===== src/common/hie_defs.svh =====
// Register codes, flag positions and reset values of the host interrupt block
`ifndef HIE_DEFS_SVH
`define HIE_DEFS_SVH

// Register codes: read code and write code of each register
`define HIE_ADDR_CFG_RD 8'h20
`define HIE_ADDR_CFG_WR 8'ha0
`define HIE_ADDR_STAT_RD 8'h24
`define HIE_ADDR_STAT_WR 8'ha4
`define HIE_ADDR_EN_RD 8'h25
`define HIE_ADDR_EN_WR 8'ha5

// Number of implemented flags; bits 15 to 10 are reserved
`define HIE_NUM_FLAGS 10

// Flag positions, shared by status and enable
`define HIE_BIT_SOF 0
`define HIE_BIT_ISO0 1
`define HIE_BIT_ISO1 2
`define HIE_BIT_EOT 3
`define HIE_BIT_OPR 4
`define HIE_BIT_SUSP 5
`define HIE_BIT_CLKRDY 6
`define HIE_BIT_PERIODIC 7
`define HIE_BIT_ASYNC 8
`define HIE_BIT_DUALROLE 9

// Global interrupt enable position in the hardware configuration register
`define HIE_BIT_CFG_GLOBAL 0

// Reset values
`define HIE_RST_FLAGS 10'h000
`define HIE_RST_CFG 1'h0
`define HIE_RST_WORD 16'h0000

`endif


===== src/common/hie_pkg.sv =====
// Types of the host interrupt status and enable block
`default_nettype none
package hie_pkg;
    typedef logic [7:0] hie_addr_t;
    typedef logic [15:0] hie_word_t;
    typedef logic [9:0] hie_flags_t;
endpackage
`default_nettype wire


===== src/common/hie_evt_if.sv =====
// Event vector passed from the event conditioner to the status logic
`timescale 1ns/10ps
`default_nettype none
interface hie_evt_if;
    hie_pkg::hie_flags_t evt;
    modport src (output evt);
    modport dst (input evt);
endinterface
`default_nettype wire


===== src/hdl/hie_top.sv =====
// Interrupt status, enable and request logic of the host controller
//
// Operation
// - Second isochronous buffer last descriptor done sets status bit 2.
// - First isochronous buffer last descriptor done sets status bit 1.
// - Start-of-frame state entry sets status bit 0.
// - Enable bits 9 to 0 mask status bits of equal position.
// - Global enable, configuration bit 0, also gates the interrupt output.
// - Enables reset to 0; with all enables 0 no interrupt is raised.
// - Writing 1 to an enable bit permits its event, 0 suppresses it.
// - Bit map: 9 dual-role, 8 async, 7 periodic, 6 clock, 5 suspend, 3 end.
// - Enable bit 4 gates the operational register summary interrupt.
// - Enable bits 15 to 10 are reserved, without function.
// - Status bits stay set after read, clear by writing 1.
// - Status bit 3 sets on counter zero or end-of-transfer pin.
// - Status bit 6 sets when the clock restarts after suspend.
`timescale 1ns/10ps
`default_nettype none
`include "hie_defs.svh"
module hie_top
#(
    parameter int NUM_BITS = `HIE_NUM_FLAGS
)
(
    input wire logic i_clk,
    input wire logic i_rst,
    input wire hie_pkg::hie_addr_t i_addr,
    input wire hie_pkg::hie_word_t i_wdata,
    input wire logic i_wr,
    input wire logic i_rd,
    output logic [15:0] o_rdata,
    input wire logic i_sof_start,
    input wire logic i_iso0_done,
    input wire logic i_iso1_done,
    input wire logic i_xfer_count_zero,
    input wire logic i_transfer_end_pin,
    input wire logic i_op_regs_event,
    input wire logic i_suspended,
    input wire logic i_clock_restarted,
    input wire logic i_periodic_list,
    input wire logic i_async_list,
    input wire logic i_dual_role_event,
    output logic o_irq_out_pin
);
    import hie_pkg::*;

    // ************************************************************
    // Parameter check
    // ************************************************************
    if (NUM_BITS != `HIE_NUM_FLAGS)
    begin : g_bad_width
        $error("NUM_BITS must equal the ten implemented flags");
    end

    // ************************************************************
    // Declarations
    // ************************************************************
    hie_flags_t stat_reg;
    hie_flags_t stat_next;
    hie_flags_t stat_clr;
    hie_flags_t en_reg;
    hie_flags_t en_next;
    logic cfg_reg;
    logic cfg_next;
    logic irq_next;
    hie_flags_t raw_evt;
    hie_word_t rd_mux;
    hie_word_t rdata_next;
    logic wr_stat;
    logic wr_en;
    logic wr_cfg;
    logic rd_stat;
    logic rd_en;
    logic rd_cfg;
    logic [15:0] rdata_reg;
    logic irq_reg;

    hie_evt_if evt_if ();

    // ************************************************************
    // Event sources
    // ************************************************************
    assign raw_evt[`HIE_BIT_SOF] = i_sof_start;
    assign raw_evt[`HIE_BIT_ISO0] = i_iso0_done;
    assign raw_evt[`HIE_BIT_ISO1] = i_iso1_done;
    assign raw_evt[`HIE_BIT_EOT] = i_xfer_count_zero;
    assign raw_evt[`HIE_BIT_OPR] = i_op_regs_event;
    assign raw_evt[`HIE_BIT_SUSP] = i_suspended;
    assign raw_evt[`HIE_BIT_CLKRDY] = i_clock_restarted;
    assign raw_evt[`HIE_BIT_PERIODIC] = i_periodic_list;
    assign raw_evt[`HIE_BIT_ASYNC] = i_async_list;
    assign raw_evt[`HIE_BIT_DUALROLE] = i_dual_role_event;

    hie_evt_cond u_evt_cond
    (
        .i_clk (i_clk),
        .i_rst (i_rst),
        .i_raw (raw_evt),
        .i_transfer_end_pin (i_transfer_end_pin),
        .evt_if (evt_if.src)
    );

    // ************************************************************
    // Address decode
    // ************************************************************
    assign wr_stat = i_wr && (i_addr == `HIE_ADDR_STAT_WR);
    assign wr_en = i_wr && (i_addr == `HIE_ADDR_EN_WR);
    assign wr_cfg = i_wr && (i_addr == `HIE_ADDR_CFG_WR);
    assign rd_stat = i_rd && (i_addr == `HIE_ADDR_STAT_RD);
    assign rd_en = i_rd && (i_addr == `HIE_ADDR_EN_RD);
    assign rd_cfg = i_rd && (i_addr == `HIE_ADDR_CFG_RD);

    // ************************************************************
    // Status flags, set wins over clear
    // ************************************************************
    assign stat_clr = wr_stat ? i_wdata[NUM_BITS-1:0] : `HIE_RST_FLAGS;

    for (genvar b = 0; b < NUM_BITS; b++)
    begin : g_stat
        assign stat_next[b] = (stat_reg[b] & ~stat_clr[b]) | evt_if.evt[b];
    end

    // ************************************************************
    // Enable and global enable
    // ************************************************************
    assign en_next = wr_en ? i_wdata[NUM_BITS-1:0] : en_reg;
    assign cfg_next = wr_cfg ? i_wdata[`HIE_BIT_CFG_GLOBAL] : cfg_reg;

    // Request follows the next register values so it never lags a write
    assign irq_next = cfg_next && (|(stat_next & en_next));

    // ************************************************************
    // Read data; reserved bits and unmapped codes read zero
    // ************************************************************
    assign rd_mux = rd_stat ? {6'h00, stat_reg} :
                    rd_en ? {6'h00, en_reg} :
                    rd_cfg ? {15'h0000, cfg_reg} :
                    `HIE_RST_WORD;
    assign rdata_next = i_rd ? rd_mux : `HIE_RST_WORD;

    // ************************************************************
    // Registers
    // ************************************************************
    always_ff @(posedge i_clk)
    begin
        if (i_rst)
        begin
            stat_reg <= `HIE_RST_FLAGS;
            en_reg <= `HIE_RST_FLAGS;
            cfg_reg <= `HIE_RST_CFG;
        end
        else
        begin
            stat_reg <= stat_next;
            en_reg <= en_next;
            cfg_reg <= cfg_next;
        end
    end

    always_ff @(posedge i_clk)
    begin
        if (i_rst)
        begin
            rdata_reg <= `HIE_RST_WORD;
            irq_reg <= 1'b0;
        end
        else
        begin
            rdata_reg <= rdata_next;
            irq_reg <= irq_next;
        end
    end

    assign o_rdata = rdata_reg;
    assign o_irq_out_pin = irq_reg;
endmodule // hie_top
`default_nettype wire


===== src/hdl/hie_evt_cond.sv =====
// Event conditioner: synchronises the end-of-transfer pin and merges event pulses
`timescale 1ns/10ps
`default_nettype none
`include "hie_defs.svh"
module hie_evt_cond
(
    input wire logic i_clk,
    input wire logic i_rst,
    input wire hie_pkg::hie_flags_t i_raw,
    input wire logic i_transfer_end_pin,
    hie_evt_if.src evt_if
);
    import hie_pkg::*;

    logic pin_meta_reg;
    logic pin_sync_reg;
    logic pin_prev_reg;
    logic end_rise;

    // ************************************************************
    // Pin synchroniser and rising edge
    // ************************************************************
    always_ff @(posedge i_clk)
    begin
        if (i_rst)
        begin
            pin_meta_reg <= 1'b0;
            pin_sync_reg <= 1'b0;
            pin_prev_reg <= 1'b0;
        end
        else
        begin
            pin_meta_reg <= i_transfer_end_pin;
            pin_sync_reg <= pin_meta_reg;
            pin_prev_reg <= pin_sync_reg;
        end
    end

    assign end_rise = pin_sync_reg & ~pin_prev_reg;
    assign evt_if.evt = i_raw | (hie_flags_t'(end_rise) << `HIE_BIT_EOT);
endmodule // hie_evt_cond
`default_nettype wire


===== config.mk =====
export PLATFORM = sky130hd
export DESIGN_NAME = hie_top
export DESIGN_NICKNAME = d
export VERILOG_FILES = /design/src/common/hie_pkg.sv /design/src/common/hie_evt_if.sv /design/src/hdl/hie_top.sv /design/src/hdl/hie_evt_cond.sv
export VERILOG_INCLUDE_DIRS = /design/src /design/src/common
export SDC_FILE = /design/constraint.sdc
export NUM_CORES = 1
export LEC_CHECK = 0
export BUFFER_PORTS_ARGS = -buffer_cell sky130_fd_sc_hd__buf_2
export CORE_MARGIN = 3
export CORE_UTILIZATION = 52
export DETAILED_ROUTE_END_ITERATION = 10
export PLACE_DENSITY = 0.82
export RECOVER_POWER = 100
export SYNTH_ARGS = -nofsm -noshare
export SYNTH_HDL_FRONTEND = slang
export SYNTH_SLANG_ARGS = --single-unit

===== constraint.sdc =====
create_clock -name i_clk -period 3.8 [get_ports i_clk]
set_clock_uncertainty 0.2 [all_clocks]
set_input_delay 0.38 -clock i_clk [delete_from_list [all_inputs] [get_ports i_clk]]
set_output_delay 0.38 -clock i_clk [all_outputs]
set_load 0.01 [all_outputs]

==> run_summary.xml <==
<?xml version="1.0" encoding="UTF-8"?>
<metrics>
  <group name="run_status">
    <metric name="status" unit="">complete, no violations</metric>
  </group>
  <group name="layout">
    <metric name="final-instance-count-excl-fill" unit="">232</metric>
    <metric name="area.growth.synth_to_final" unit="%">15.0</metric>
    <metric name="layout.filler_cells" unit="">228</metric>
    <metric name="design.final.nets" unit="">240</metric>
    <metric name="area_occupied_by_multi_input_gates" unit="um^2">698</metric>
    <metric name="ff_latch_area" unit="um^2">701</metric>
    <metric name="diodes" unit="">0</metric>
    <metric name="final_layout_size_suffix_gt1_frac" unit="">0.198</metric>
  </group>
  <group name="worst_hold_path">
    <metric name="timing.hold.worst.class" unit="">primary input to flop</metric>
  </group>
  <group name="placement">
    <metric name="gp_congestion" unit="">0.787</metric>
    <metric name="place.detailed.hpwl" unit="um">2550</metric>
    <metric name="numPortBuffers" unit="">43</metric>
    <metric name="placed_cells_incl_taps" unit="">224</metric>
    <metric name="detailedPlace.worstSlack" unit="ps">965</metric>
  </group>
  <group name="synth">
    <metric name="synth.ff_latch_count" unit="">35</metric>
    <metric name="yosys.cell_types.count" unit="">38</metric>
    <metric name="synthTopCellsByArea" unit="">dfxtp_1 47%, nor2_1 7.5%, mux2i_1 4.7%, a22oi_1 4.5%, nand4_1 3.8%</metric>
    <metric name="synth_ff_type" unit="">dfxtp_1</metric>
    <metric name="yosysSeqAreaShare" unit="">0.468</metric>
    <metric name="synth_enable_flop_cells" unit="">0</metric>
    <metric name="synthArstFlopShare" unit="">0</metric>
    <metric name="syn_avg_cell_area" unit="um^2">9.48</metric>
    <metric name="yosys.area.top_type_share" unit="">0.468</metric>
    <metric name="yosysTopAreaCell" unit="">dfxtp_1</metric>
    <metric name="yosys_warns" unit="">0</metric>
    <metric name="netlist_area" unit="mm^2">0.00150</metric>
    <metric name="postSynthCellCount" unit="">158</metric>
  </group>
  <group name="timing">
    <metric name="max_slew_margin" unit="">0.104</metric>
    <metric name="fin_crit" unit="ps">2990</metric>
    <metric name="worst_pin_slew" unit="ps">1330</metric>
    <metric name="setup_viol" unit="">0</metric>
    <metric name="tns" unit="ps">0</metric>
    <metric name="timing.fmax" unit="MHz">334</metric>
    <metric name="final_critical_path_setup_slack" unit="ps">809</metric>
    <metric name="finalCritPeriodShare" unit="">0.787</metric>
    <metric name="final.hold.worst_slack" unit="ps">45.3</metric>
    <metric name="grt_setup_unrepaired" unit="">false</metric>
    <metric name="number_of_failing_hold_endpoints_at_the_final_stage" unit="">0</metric>
    <metric name="final_max_slew_viol_count" unit="">0</metric>
  </group>
  <group name="clock_tree">
    <metric name="cts-hold-fix-buffers" unit="">0</metric>
    <metric name="cts-buffers-inserted" unit="">5</metric>
    <metric name="max_clock_buf_depth" unit="">2</metric>
    <metric name="cts_repair_resize_count" unit="">0</metric>
    <metric name="root_buffer" unit="">clkbuf_4</metric>
    <metric name="htree_levels" unit="">2</metric>
    <metric name="tritoncts" unit="">done</metric>
    <metric name="cts_num_sinks" unit="">35</metric>
    <metric name="post-cts-setup-buffers" unit="">0</metric>
    <metric name="cts.reportedPaths.clkPinSlew" unit="ps">100</metric>
    <metric name="clk-insertion-delay-late" unit="ps">340</metric>
  </group>
  <group name="power">
    <metric name="max-vdd-ir-drop" unit="mV">0.312</metric>
    <metric name="power-per-cell-area" unit="mW/mm^2">386</metric>
    <metric name="p_leak" unit="nW">0.653</metric>
    <metric name="total_power" unit="mW">0.664</metric>
  </group>
  <group name="grt">
    <metric name="grt_max_degree" unit="">26</metric>
    <metric name="grt_pass1_wl" unit="um">5720</metric>
    <metric name="number_of_antenna_violations_at_the_first_check_in_global_routing" unit="">0</metric>
    <metric name="global_route.usage.total" unit="">0.216</metric>
    <metric name="first_global_vias" unit="">1288</metric>
    <metric name="gr-total-overflow" unit="">0</metric>
  </group>
  <group name="drt">
    <metric name="routedWlPerCell" unit="um">15.2</metric>
    <metric name="drtPass1Iterations" unit="">4</metric>
    <metric name="drt_iter0_drc" unit="">48</metric>
    <metric name="drc_errors" unit="">0</metric>
    <metric name="detail_route.vias_per_cell" unit="">5.91</metric>
    <metric name="route.vias.total" unit="">1370</metric>
    <metric name="postRouteWirelength" unit="um">3520</metric>
    <metric name="postRouteAntennaNets" unit="">0</metric>
  </group>
  <group name="worst_setup_path">
    <metric name="critical_path.endpoint" unit="">o_irq_out_pin</metric>
    <metric name="timing.critical_path.arrival" unit="ps">3000</metric>
    <metric name="critical_path_startpoint_category" unit="">primary input</metric>
    <metric name="max_stage_delay" unit="ps">1050</metric>
    <metric name="crit_buf_inv" unit="">1</metric>
    <metric name="timing_worst_setup_path_type" unit="">primary input to flop</metric>
    <metric name="cp_slowest_cell" unit="">nor3_1</metric>
    <metric name="cpLargestDelayFamily" unit="">simple AND/OR/NAND/NOR gates</metric>
    <metric name="worst_setup_path_end_kind" unit="">flop</metric>
    <metric name="startpoint_of_the_most_critical_setup_path" unit="">i_addr[4]</metric>
    <metric name="crit_chain" unit="">buf_2 &gt; or3b_1 &gt; nor3_1 &gt; mux2_1 &gt; a2111oi_2 &gt; a41oi_2</metric>
    <metric name="worstSetupPathDepth" unit="">6</metric>
    <metric name="reg2regPathDepth" unit="">3</metric>
    <metric name="regToRegStartpoint" unit="">en_reg[2]</metric>
    <metric name="worst_r2r_endpoint" unit="">o_irq_out_pin</metric>
    <metric name="cp_data_required_time" unit="ps">3810</metric>
    <metric name="regToRegSetupSlack" unit="ps">2250</metric>
    <metric name="cp_max_fo" unit="">7</metric>
  </group>
  <group name="die">
    <metric name="rows" unit="">18</metric>
    <metric name="core_box_area" unit="mm^2">0.00261</metric>
    <metric name="total_die_area" unit="mm^2">0.00356</metric>
    <metric name="die_height" unit="um">59.7</metric>
    <metric name="num_io_pins" unit="">56</metric>
    <metric name="start_util" unit="">0.573</metric>
    <metric name="die_width" unit="um">59.7</metric>
  </group>
  <group name="job">
    <metric name="drv_cap" unit="">0</metric>
  </group>
</metrics>
-- cell families (layout without fill, tap and decap cells) --
group                  after synthesis  after routing  share of synthesized area
AOI/OAI and AO/OA                   34             34                      0.170
buffers and inverters               16             55                     0.0610
DFF                                 35             35                      0.468
muxes                                8              8                     0.0543
other                                1              6                    0.00250
and+or+nand+nor                     64             64                      0.244
-- per-layer routing --
metal,GRT usage,wire length (um),share of wire,vias up
met5,0,0,0,-
met4,0.104,87,0.025,0
met3,0.0713,366,0.10,12
met2,0.338,1670,0.47,71
met1,0.267,1400,0.40,631
li1,-,-,-,656
-- power by group --
part | internal [mW] | total [mW] | switching (mW)
clock | 0.109 | 0.228 | 0.119
combinational | 0.0225 | 0.0559 | 0.0334
sequential | 0.376 | 0.380 | 0.00464
total | 0.507 | 0.664 | 0.157
-- synthesized netlist by cell type (2+ instances only) --
master,n
a211oi_1,2
a21oi_1,10
a221oi_1,3
a22oi_1,9
buf_4,6
clkbuf_1,4
dfxtp_1,35
inv_1,3
mux2i_1,7
nand4_1,9
nor2_1,30
nor2b_1,8
nor4_1,3
o22a_1,3
o31ai_1,3
-- stage by stage --
step / instance area (um^2) / utilization
after global placement: 1700 / 0.649
after global routing: 1720 / 0.659
final: 1720 / 0.659
after floorplan: 1520 / -
after CTS: 1770 / 0.676
after detailed placement: 1700 / 0.649
-- worst reg2reg max path, delay by kind of cell (launching register included) --
kind	cells	cell delay (ps)
mux	1	310
compound gates	2	590
flops	1	320
-- cell type report --
type | count | area share
flip-flops and latches | 35 | 0.407
multi-input cells | 112 | 0.406
repair buffers | 44 | 0.119
clock buffers | 8 | 0.0400
well taps | 30 | 0.0218
inverters | 3 | 0.00654
-- worst min-delay path by stage --
stage                                  from                 endpoint  cells past startpoint
floorplan           u_evt_cond.pin_meta_reg  u_evt_cond.pin_sync_reg                      1
global placement    u_evt_cond.pin_meta_reg  u_evt_cond.pin_sync_reg                      1
detailed placement  u_evt_cond.pin_meta_reg  u_evt_cond.pin_sync_reg                      1
CTS                      i_transfer_end_pin  u_evt_cond.pin_meta_reg                      2
global route             i_transfer_end_pin  u_evt_cond.pin_meta_reg                      2
finish                   i_transfer_end_pin  u_evt_cond.pin_meta_reg                      2
-- layout by cell type, fill, tap and decap left out, types with 2 or more instances in the layout --
cell type and count:
nor3_1 2, o22a_1 3, nand4_1 9, nor2_1 30, inv_1 3, clkbuf_4 5, dfxtp_1 35, a21oi_1 10
mux2i_1 7, clkbuf_8 2, a211oi_1 2, nor4_1 3, a22oi_1 9, clkbuf_1 15, buf_2 29, a221oi_1 3
conb_1 6, nor2b_1 8, o31ai_1 3
Note: power is estimated with default switching activity, not from simulation.
